<file path="config.mk">
export PLATFORM = sky130hd
export DESIGN_NAME = pri_reset_ctrl
export DESIGN_NICKNAME = d
export VERILOG_FILES = /design/src/hdl/pri_pkg.sv /design/src/hdl/pri_reset_ctrl.sv
export VERILOG_INCLUDE_DIRS = /design/src /design/src/hdl
export SDC_FILE = /design/constraint.sdc
export NUM_CORES = 1
export LEC_CHECK = 0
export ABC_AREA = 1
export BUFFER_PORTS_ARGS = -buffer_cell sky130_fd_sc_hd__buf_4
export CAP_MARGIN = 20
export CORE_AREA = 3 3 40 42
export DETAILED_ROUTE_END_ITERATION = 8
export DIE_AREA = 0 0 43 45
export GPL_TIMING_DRIVEN = 0
export PLACE_DENSITY = 0.75
export SYNTH_ARGS = -nofsm -noshare
export SYNTH_HDL_FRONTEND = slang
export SYNTH_SLANG_ARGS = --single-unit
</file>
<file path="constraint.sdc">
create_clock -name clk -period 1.2 [get_ports clk]
set_clock_uncertainty 0.2 [all_clocks]
set_input_delay 0.18 -clock clk [delete_from_list [all_inputs] [get_ports clk]]
set_output_delay 0.18 -clock clk [all_outputs]
set_load 0.01 [all_outputs]
</file>
<file path="src/hdl/pri_params.svh">
// Timing counts and options for the peripheral reset controller
`ifndef PRI_PARAMS_SVH
`define PRI_PARAMS_SVH
`define PRI_CLK_PERIOD_PS 25000
`define PRI_STD_MIN_ASSERT_NS 100
`define PRI_LV_MIN_ASSERT_NS 500
`define PRI_LV_RECOVERY_NS 500
`define PRI_CYC_UP(ns) (((ns) * 1000 + `PRI_CLK_PERIOD_PS - 1) / `PRI_CLK_PERIOD_PS)
`define PRI_STD_ASSERT_CYC `PRI_CYC_UP(`PRI_STD_MIN_ASSERT_NS)
`define PRI_LV_ASSERT_CYC `PRI_CYC_UP(`PRI_LV_MIN_ASSERT_NS)
`define PRI_LV_RECOVERY_CYC `PRI_CYC_UP(`PRI_LV_RECOVERY_NS)
`define PRI_CNT_W 8
`define PRI_PWR_MGMT_OFFSET 8'h10
`define PRI_PWR_MGMT_FULL_SPEED_OFF_BIT 0
`endif

</file>
<file path="src/hdl/pri_pkg.sv">
// Types for the peripheral reset controller
`include "pri_params.svh"
package pri_pkg;
  typedef enum logic [1:0] {
    PRI_ST_HOLD = 2'b00,
    PRI_ST_ASSERT = 2'b01,
    PRI_ST_RECOVER = 2'b10,
    PRI_ST_READY = 2'b11
  } pri_state_e;
  typedef logic [`PRI_CNT_W-1:0] pri_cnt_t;
endpackage

</file>
<file path="src/hdl/pri_reset_ctrl.sv">
// Host-side reset sequencer for the programmable microcontroller peripheral
`timescale 1ns/1ps
`default_nettype none
`include "pri_params.svh"
module pri_reset_ctrl
  import pri_pkg::*;
#(
  parameter bit LOW_VOLTAGE = 1'b0,
  parameter bit RESET_ACTIVE_HIGH = 1'b0,
  parameter int EXTRA_HOLD_CYC = 0
)(
  // Clock and reset
  input wire logic clk,
  input wire logic rst,
  // Sequencing request
  input wire logic reset_req,
  // Peripheral reset pin
  output logic periph_reset_pin,
  // Status to host logic
  output logic periph_in_reset,
  output logic periph_ready,
  output logic access_grant,
  // Expected pin, select and register states for checking
  output logic expect_ad_float,
  output logic expect_lat_addr_zero,
  output logic expect_cs_inactive,
  output logic expect_regs_cleared,
  output logic expect_full_speed,
  // Host access request
  input wire logic access_req
);
  localparam bit POL_HIGH = LOW_VOLTAGE ? 1'b0 : RESET_ACTIVE_HIGH;
  localparam int ASSERT_CYC = (LOW_VOLTAGE ? `PRI_LV_ASSERT_CYC : `PRI_STD_ASSERT_CYC)
    + EXTRA_HOLD_CYC;
  localparam int RECOVER_CYC = LOW_VOLTAGE ? `PRI_LV_RECOVERY_CYC : 0;
  localparam pri_cnt_t ASSERT_LAST = pri_cnt_t'(ASSERT_CYC - 1);
  localparam pri_cnt_t RECOVER_LAST = pri_cnt_t'(RECOVER_CYC > 0 ? RECOVER_CYC - 1 : 0);
  localparam pri_cnt_t ASSERT_LEN = pri_cnt_t'(ASSERT_CYC);

  pri_state_e state_reg, state_next;
  pri_cnt_t cnt_reg, cnt_next;
  logic pin_reg, pin_next;
  logic inr_reg, inr_next;
  logic rdy_reg, rdy_next;
  logic grant_reg, grant_next;
  logic full_speed_reg, full_speed_next;
  pri_cnt_t hold_len_reg, hold_len_next;

  always_comb
  begin
    state_next = state_reg;
    cnt_next = cnt_reg;
    case (state_reg)
      PRI_ST_HOLD:
      begin
        state_next = PRI_ST_ASSERT;
        cnt_next = '0;
      end
      PRI_ST_ASSERT:
      begin
        if (cnt_reg >= ASSERT_LAST)
        begin
          cnt_next = '0;
          state_next = (RECOVER_CYC > 0) ? PRI_ST_RECOVER : PRI_ST_READY;
        end
        else
        begin
          cnt_next = cnt_reg + pri_cnt_t'(1);
        end
      end
      PRI_ST_RECOVER:
      begin
        if (cnt_reg >= RECOVER_LAST)
        begin
          state_next = PRI_ST_READY;
        end
        else
        begin
          cnt_next = cnt_reg + pri_cnt_t'(1);
        end
      end
      PRI_ST_READY:
      begin
        if (reset_req)
        begin
          state_next = PRI_ST_ASSERT;
          cnt_next = '0;
        end
      end
      default:
      begin
        state_next = PRI_ST_HOLD;
        cnt_next = '0;
      end
    endcase
  end

  // Output flops follow next state so pins change with the state itself
  always_comb
  begin
    inr_next = (state_next == PRI_ST_ASSERT) || (state_next == PRI_ST_HOLD);
    pin_next = inr_next ? POL_HIGH : ~POL_HIGH;
    rdy_next = (state_next == PRI_ST_READY);
    grant_next = rdy_next && access_req && !reset_req;
    full_speed_next = inr_next ? 1'b1 : full_speed_reg;
  end

  // Hold length for the width check; saturates so long holds never wrap
  always_comb
  begin
    hold_len_next = hold_len_reg;
    if (!inr_reg)
    begin
      hold_len_next = '0;
    end
    else if (hold_len_reg != '1)
    begin
      hold_len_next = hold_len_reg + pri_cnt_t'(1);
    end
  end

  always_ff @(posedge clk or posedge rst)
  begin
    if (rst)
    begin
      state_reg <= PRI_ST_HOLD;
      cnt_reg <= '0;
      pin_reg <= POL_HIGH;
      inr_reg <= 1'b1;
      rdy_reg <= 1'b0;
      grant_reg <= 1'b0;
      full_speed_reg <= 1'b1;
      hold_len_reg <= '0;
    end
    else
    begin
      state_reg <= state_next;
      cnt_reg <= cnt_next;
      pin_reg <= pin_next;
      inr_reg <= inr_next;
      rdy_reg <= rdy_next;
      grant_reg <= grant_next;
      full_speed_reg <= full_speed_next;
      hold_len_reg <= hold_len_next;
    end
  end

  assign periph_reset_pin = pin_reg;
  assign periph_in_reset = inr_reg;
  assign periph_ready = rdy_reg;
  assign access_grant = grant_reg;
  // Expectations are combinational copies of flops, the latched-address one gated off for low voltage, kept for the bench
  assign expect_ad_float = inr_reg;
  assign expect_lat_addr_zero = inr_reg && !LOW_VOLTAGE;
  assign expect_cs_inactive = inr_reg;
  assign expect_regs_cleared = inr_reg;
  assign expect_full_speed = full_speed_reg;
endmodule
`default_nettype wire

</file>
## After elaboration in Yosys (flattened, before gate mapping)

Cells that the tools add are included.

| storage, ports and cells | value |
|---|---|
| ROM bits | 0 |
| memories kept | 0 |
| latch bits | 0 |
| output and inout bits | 9 |
| bits in registers | 14 |
| input bits | 4 |
| word-level logic and storage cells | 32 |
| RAM bits | 0 |

| cells by class | value |
|---|---|
| $mul | 0 |
| div/mod/pow operators | 0 |
| multiplexer cells | 9 |
| equality and inequality tests | 7 |
| reductions and logical operators | 7 |
| bitwise logic cells | 0 |
| order comparisons | 2 |
| $add $sub $neg | 1 |
| shifts and indexed selects | 0 |

Operators with widths:

| kind | number |
|---|---|
| $pmux W8 S4 | 1 |
| $mux W8 | 3 |
| $add A8 B1 Y8 const B | 1 |
| $ge A8 B1 Y1 const B | 1 |
| $ge A8 B2 Y1 const B | 1 |
| $pmux W2 S4 | 1 |
| $eq A2 B2 Y1 const B | 3 |
| $mux W2 | 3 |
| $eq A2 B1 Y1 const B | 2 |
| $logic_not A2 Y1 | 2 |
| $ne A2 B2 Y1 const B | 2 |
| $logic_and A1 B1 Y1 | 2 |
| $reduce_and A2 Y1 | 1 |
| $logic_not A1 Y1 | 1 |
| $logic_or A1 B1 Y1 | 1 |
| $mux W1 | 1 |

## Longest topological paths before layout

Gate-level depths: netlist (run 1).

| logic depth | value |
|---|---|
| depth in word-level cells | 6 |
| depth in mapped cells | 6 |
| mapped depth without buffers | 6 |

## Worst setup path after synthesis (run 1)

Ideal clock, no wire load.

| timing path | value |
|---|---|
| path kind | reg-to-reg |
| start point | register cnt_reg[0] |
| end point | register grant_reg (netlist: access_grant) |
| slack | -0.066 ns |
| library setup time | 0.129 ns |
| data required time | 0.871 ns |
| path buffers | 0 |
| arrival | 0.936 ns |
| clock period less this slack | 1.266 ns |
| stages on the path, launching flop included | 6 |
| path through | dfrtp_1 > ha_1 > inv_1 > nand2_1 > o21ai_2 > a21oi_1 |

| between the ends | value |
|---|---|
| word-level cells in the longest chain between the ends | 6 |
| elaborated cells between the ends (all ways) | 8 |
| classes of those cells | order compare: 2; eq/ne: 1; mux: 3; reduce/logical: 2 |

Ends and longest elaborated chain:

| item | line | text |
|---|---|---|
| start, declared | pri_reset_ctrl.sv:41 | `pri_cnt_t cnt_reg, cnt_next;` |
| start signal, assigned | pri_reset_ctrl.sv:138 | `cnt_reg <= cnt_next;` |
| $ge A8 B1 Y1 / $ge A8 B2 Y1 (equally long branches) | pri_reset_ctrl.sv:73, pri_reset_ctrl.sv:61 |  |
| $mux W2 (on tied branches) | pri_reset_ctrl.sv:73, pri_reset_ctrl.sv:61 |  |
| $pmux W2 S4 (*) | pri_reset_ctrl.sv:53 | `case (state_reg)` |
| $eq A2 B2 Y1 (*) | pri_reset_ctrl.sv:103 | `rdy_next = (state_next == PRI_ST_READY);` |
| $logic_and A1 B1 Y1 (*) (2 in a row) | pri_reset_ctrl.sv:104 | `grant_next = rdy_next && access_req && !reset_req;` |
| named net grant_next | pri_reset_ctrl.sv:45 | `logic grant_reg, grant_next;` |
| end signal, assigned | pri_reset_ctrl.sv:142 | `grant_reg <= grant_next;` |
| end, declared | pri_reset_ctrl.sv:45 |  |

Mark *: on every way through the listed nets, which the timed path passes. The rest lies on a longest branch.
A chain may end at the register's enable or synchronous reset.

## Worst setup path after layout (run 1)

| timing path | value |
|---|---|
| start point | register inr_reg (netlist: expect_ad_float) |
| end point | output port periph_in_reset |

RTL lines:

| item | line | text |
|---|---|---|
| start, declared | pri_reset_ctrl.sv:43 | `logic inr_reg, inr_next;` |
| start signal, assigned | pri_reset_ctrl.sv:140 | `inr_reg <= inr_next;` |
| end, declared | pri_reset_ctrl.sv:20 | `output logic periph_in_reset,` |

No word-level cell between the ends.

==> results of run 1 <==
## what timing repair did
action	in CTS	in global routing
resized for setup	7	8
setup endpoints to repair	12	14
buffers inserted	1	2
hold endpoints to repair	14	0
pin swaps	5	5
hold buffers	3	0
cloned	0	1
## per-layer routing
layer  up-vias  GRT usage (%)  routed length [um]
met3         2           3.59                  71
li1        213              -                   -
met1       189           13.7                 386
met5         -              0                   0
met2        11           16.8                 518
met4         0           7.23                   4
## final cells by class
class / count / share of cell area, %
flip-flops and latches: 14 / 42.9
plain buffers: 6 / 5.50
inverters: 12 / 5.50
clock buffers: 4 / 4.43
multi-input cells: 29 / 21.4
repair buffers: 18 / 18.0
well taps: 15 / 2.29
## cell usage after synthesis
| cell type | count |
|---|---|
| sky130_fd_sc_hd__inv_2 | 1 |
| sky130_fd_sc_hd__nor2_1 | 11 |
| sky130_fd_sc_hd__nand3_1 | 1 |
| sky130_fd_sc_hd__inv_1 | 11 |
| sky130_fd_sc_hd__dfrtp_1 | 13 |
| sky130_fd_sc_hd__a21oi_1 | 1 |
| sky130_fd_sc_hd__dfstp_2 | 1 |
| sky130_fd_sc_hd__o21ai_1 | 2 |
| sky130_fd_sc_hd__nand2_1 | 9 |
| sky130_fd_sc_hd__o21ai_2 | 1 |
| sky130_fd_sc_hd__ha_1 | 1 |
| sky130_fd_sc_hd__buf_4 | 6 |
| sky130_fd_sc_hd__nand2_2 | 1 |
| sky130_fd_sc_hd__conb_1 | 1 |
## critical path, stage by stage (launching register included)
cell                      delay (ps)
sky130_fd_sc_hd__dfstp_2         560
sky130_fd_sc_hd__buf_4           100
sky130_fd_sc_hd__buf_4           100
## kinds of logic (layout without fill, tap and decap cells)
group | after synthesis | after routing | share of synthesized area, %
AO/OA/AOI/OAI | 4 | 4 | 4.18
adder cells (fa/ha/maj) | 1 | 1 | 2.20
buffers and inverters | 18 | 40 | 15.9
flip-flops | 14 | 14 | 61.9
other | 1 | 2 | 0.660
AND/OR/NAND/NOR | 22 | 22 | 15.2
## power by group through the flow
stage	clock network [W]	logic, W	registers (W)
floorplan	0	0.000238	0.000630
global placement	0	0.000419	0.000615
detailed placement	0	0.000432	0.000615
CTS	0.000339	0.000497	0.000602
global route	0.000367	0.000630	0.000617
finish	0.000327	0.000577	0.000605
## metrics by stage
| stage | util, % | instance area (um2) | TNS [ps] |
|---|---|---|---|
| CTS | 60.4 | 776 | -1560 |
| floorplan | - | 574 | -12.6 |
| finish | 63.8 | 820 | -1470 |
| detailed placement | 52.6 | 676 | -564 |
| global route | 63.8 | 820 | -2160 |
| global placement | 52.6 | 676 | -512 |
## final timing paths
path                       slack (ps)  cells past startpoint                        end
max in group asynchronous         160                      3  expect_ad_float$_DFF_PP1_
max                              -220                      2            periph_in_reset
min in group asynchronous         290                      3     state_reg[0]$_DFF_PP0_
max reg2reg                      -110                      6     cnt_reg[0]$_DFFE_PP0P_
min reg2reg                       300                      2     cnt_reg[6]$_DFFE_PP0P_
min                               160                      6     cnt_reg[1]$_DFFE_PP0P_
==> flow_summary.yaml, run 1 <==
clock_tree:
  clkSinkCount: 14
  htreeDepth: 1
  cts_buffer_depth: 2
  insertion_delay_ps: 270
  root_buffer: "sky130_fd_sc_hd__clkbuf_4"
  clk_pin_slew_ps: 80
  tritoncts.num_buffers: 3
  cts_tree: "yes"
logic_synthesis:
  post_synth_inst_count: 60
  yosysTopAreaCellShare_pct: 57.3
  synthDistinctLibCells: 14
  average_instance_area_after_synthesis_um2: 9.47
  synthesized_area_um2: 568
  netlist.top_cell.by_area: "sky130_fd_sc_hd__dfrtp_1"
  ys_seq_elements: 14
  synth.top_cells.by_area: "sky130_fd_sc_hd__dfrtp_1, sky130_fd_sc_hd__buf_4, sky130_fd_sc_hd__inv_1"
  yosysWarningCount: 0
  seq_area_frac_synth_pct: 61.9
timing:
  final_period_minus_worst_setup_slack_ps: 1420
  timing.final.ws_setup_ps: -224
  setup_repair_after_global_routing_missed_its_margin: "true"
  maxSlewViolCount: 0
  timing.slew.headroom_pct: 66.5
  period_share_pct: 119
  worst_max_slew_pin_slew_ps: 502
  hold_violations: 0
  hold_slack_ps: 163
  report.final.setup_viol: 11
  timing.fmax_mhz: 702
finish:
  layout_cells_sized_above_1_pct: 47.0
  seq_area_um2: 352
  layout_common_cells: "sky130_fd_sc_hd__buf_4, sky130_fd_sc_hd__dfrtp_1, sky130_fd_sc_hd__inv_1"
  number_of_fillers_in_the_final_layout: 120
  multi_input_combinational_cell_area_um2: 175
  stdcell_count: 98
  num-nets-final: 89
  leading_cell_type_in_the_layout_fill_and_taps_excluded: "sky130_fd_sc_hd__buf_4"
  largest_register_ffs: 8
  area_delta_synth_final_pct: 44.3
  insertedDiodeCount: 0
global_route:
  grt_pass1_vias: 361
  globalRouteOverflowTotal: 0
  antenna_found_initial: 0
  grt_start_max_net_pins: 15
  grt_pass1_wl_um: 1520
  globalRouteTotalUtil_pct: 11.1
critical_path:
  endpoint_kind: "output port"
  timing.critical_path.fanout_max: 5
  worstPathArrival_ps: 1040
  critical_path_required_ps: 820
  critical_path_class: "register to output port"
  worstSetupStartpointType: "register"
  r2r-start: "cnt_reg[0]$_DFFE_PP0P_"
  critPathLaunch: "expect_ad_float$_DFF_PP1_"
placement:
  dpl.cell_count: 87
  hpwl_um: 605
  port_buffers: 11
  place_ws_ps: -109
  finalWeightedCongestion: 0.664
power_and_ir_drop:
  power_per_cell_area_mw_per_mm2: 1840
  ir_worst_vdd_mv: 0.785
  power.sequential.fraction_pct: 40.1
  power.total_w: 0.00151
  p_comb_share_pct: 38.2
  standby_leakage_power_nw: 0.429
  clkPwrFrac_pct: 21.7
  power.switching_w: 0.000441
  cell_internal_pwr_w: 0.00107
  switching_share_pct: 29.2
route:
  detailedRoute.firstIterationViolations: 8
  firstDrtPassIters: 2
  detail_route.wirelength_um: 980
  route.antenna.remaining_nets: 0
  drt-vias-per-instance: 4.23
  post_drt_wl_per_cell_um: 10.0
  route.vias.total: 415
  route.detailed.drc: 0
floorplan:
  design.die.area_mm2: 0.00194
  floorplan.io_pins: 13
  num_rows: 13
  die_height_um: 45
  chipWidth_um: 43
  initial_utilization_pct: 44.2
  floorplan.core_area_mm2: 0.00128
run_status:
  violations: "setup timing"
  outcome: "finished with violations"
run:
  cap_violations: 0
hold_path:
  worstHoldStart: "reset_req"
  min-delay-path-class: "input pin to register"
No activity file was read; power rests on OpenSTA's default activity.
==> inputs of run 2 (changes only) <==
--- a/config.mk
+++ b/config.mk
@@ -13,7 +13,8 @@
 export DETAILED_ROUTE_END_ITERATION = 8
 export DIE_AREA = 0 0 43 45
 export GPL_TIMING_DRIVEN = 0
-export PLACE_DENSITY = 0.75
+export PLACE_DENSITY = 0.72
+export RECOVER_POWER = 100
 export SYNTH_ARGS = -nofsm -noshare
 export SYNTH_HDL_FRONTEND = slang
 export SYNTH_SLANG_ARGS = --single-unit
==> constraint.sdc (replaced) <==
create_clock -name clk -period 1.75 [get_ports clk]
set_clock_uncertainty 0.2 [all_clocks]
set_input_delay 0.2625 -clock clk [delete_from_list [all_inputs] [get_ports clk]]
set_output_delay 0.2625 -clock clk [all_outputs]
set_load 0.01 [all_outputs]
==> run 2 against run 1 <==
- the run now ends clean
- largest power group unchanged
- worst hold slack worse by 140 ps
- power is 40% lower
- cell area fell by 14%
- non-clock buffer count decreased by 6
- die area stayed put
- global-route usage grew 0.74 points
- highest routed layer unchanged
==> flow_summary.yaml, run 2 (same netlist as run 1, synthesis figures left out) <==
global_route:
  grt_start_max_net_pins: 15
  globalRouteTotalUtil_pct: 11.8
  grt_pass1_wl_um: 1580
  grt_pass1_vias: 386
  globalRouteOverflowTotal: 0
  antenna_found_initial: 0
timing:
  hold_violations: 0
  final_period_minus_worst_setup_slack_ps: 1600
  report.final.setup_viol: 0
  timing.fmax_mhz: 623
  period_share_pct: 91.7
  totalNegativeSetupSlack_ps: 0
  maxSlewViolCount: 0
  timing.slew.headroom_pct: 65.6
  worst_max_slew_pin_slew_ps: 516
  setup_repair_after_global_routing_missed_its_margin: "false"
power_and_ir_drop:
  standby_leakage_power_nw: 0.380
  ir_worst_vdd_mv: 0.502
  power_per_cell_area_mw_per_mm2: 1290
route:
  route.antenna.remaining_nets: 0
  post_drt_wl_per_cell_um: 9.91
  detailedRoute.firstIterationViolations: 7
  drt-vias-per-instance: 4.07
  route.detailed.drc: 0
  route.vias.total: 374
  detail_route.wirelength_um: 912
  firstDrtPassIters: 4
critical_path:
  critPathLaunch: "expect_ad_float$_DFF_PP1_"
  worstPathArrival_ps: 1140
  timing.critical_path.fanout_max: 5
  endpoint_kind: "output port"
  worstSetupStartpointType: "register"
  critical_path_class: "register to output port"
  critical_path_required_ps: 1290
  r2r-start: "cnt_reg[0]$_DFFE_PP0P_"
floorplan:
  floorplan.core_area_mm2: 0.00128
  design.die.area_mm2: 0.00194
  die_height_um: 45
  initial_utilization_pct: 44.2
  chipWidth_um: 43
  num_rows: 13
  floorplan.io_pins: 13
finish:
  layout_cells_sized_above_1_pct: 24.7
  largest_register_ffs: 8
  fin_area_um2: 702
  stdcell_count: 92
  layout_common_cells: "sky130_fd_sc_hd__dfrtp_1, sky130_fd_sc_hd__nor2_1, sky130_fd_sc_hd__inv_1"
  leading_cell_type_in_the_layout_fill_and_taps_excluded: "sky130_fd_sc_hd__dfrtp_1"
  num-nets-final: 83
  insertedDiodeCount: 0
  finish.utilization_pct: 54.6
  area_delta_synth_final_pct: 23.6
hold_path:
  worstHoldStart: "reset_req"
  min-delay-path-class: "input pin to register"
clock_tree:
  cts.repair.resized: 0
  cts_tree: "yes"
  clkSinkCount: 14
  postCtsSetupBuffers: 0
  cts.hold.buffers_added: 1
  htreeDepth: 1
  insertion_delay_ps: 280
  clk_pin_slew_ps: 80
  tritoncts.num_buffers: 3
  root_buffer: "sky130_fd_sc_hd__clkbuf_4"
  cts_buffer_depth: 2
placement:
  dpl.cell_count: 87
  finalWeightedCongestion: 0.683
  post_dp_cell_area_um2: 673
  port_buffers: 11
run_status:
  outcome: "finished clean"
run:
  cap_violations: 0
## run 2: cell types whose count changed in the layout (fill, tap and decap cells not counted), moves of 2 or more
| cell | delta |
|---|---|
| sky130_fd_sc_hd__buf_4 | -10 |
| sky130_fd_sc_hd__clkbuf_4 | +5 |
| sky130_fd_sc_hd__clkbuf_1 | +4 |
| sky130_fd_sc_hd__nand2_1 | +4 |
| sky130_fd_sc_hd__nand2_2 | -3 |
| sky130_fd_sc_hd__buf_6 | -2 |
| sky130_fd_sc_hd__dlygate4sd3_1 | -2 |
| sky130_fd_sc_hd__nor2_1 | +2 |
| sky130_fd_sc_hd__o21ai_0 | +2 |
## run 2: per-layer routing
layer | wire, um | vias up | global-route usage [%]
li1 | - | 200 | -
met1 | 412 | 169 | 12.8
met2 | 457 | 3 | 18.6
met3 | 18 | 2 | 2.39
met4 | 23 | 0 | 12.7
met5 | 0 | - | 0
## run 2: metrics by stage
step | worst slack [ps] | total power, W | hold slack (ps)
final | 145 | 0.000907 | 19.1
after floorplan | 484 | 0.000595 | -49.0
after global routing | 89.1 | 0.000971 | 25.4
after detailed placement | 365 | 0.000720 | 135
after global placement | 387 | 0.000711 | 123
after CTS | 190 | 0.000958 | 10.3
## run 2: path summary, 6_finish.rpt
kind                                              to  slack, ps  cells after the start
hold / removal                access_grant$_DFF_PP0_         20                      4
max in group asynchronous  expect_ad_float$_DFF_PP1_        630                      3
min in group asynchronous     cnt_reg[2]$_DFFE_PP0P_        360                      3
setup reg to reg              state_reg[1]$_DFF_PP0_        340                      5
hold reg to reg               cnt_reg[3]$_DFFE_PP0P_        300                      2
setup / recovery                 expect_regs_cleared        150                      2
## run 2: critical path: stages (launching register included)
cell and delay [ps]:
sky130_fd_sc_hd__dfstp_1 600, sky130_fd_sc_hd__clkbuf_4 160, sky130_fd_sc_hd__buf_4 110
## run 2: power by group
group	internal (W)	switching (W)	total, W	leakage, nW
registers	0.000381	0.0000336	0.000415	0.185
logic	0.000131	0.000131	0.000261	0.174
clock network	0.000127	0.000104	0.000230	0.0210
total	0.000639	0.000268	0.000907	0.380
## run 2: final cells by class
type	count	area [um2]
Tap cell	15	18.8
Inverter	12	45.0
Multi-Input combinational cell	29	128
Sequential cell	14	352
Buffer	6	41.3
Clock buffer	4	36.3
Timing Repair Buffer	12	81.3
Fill cell	126	583
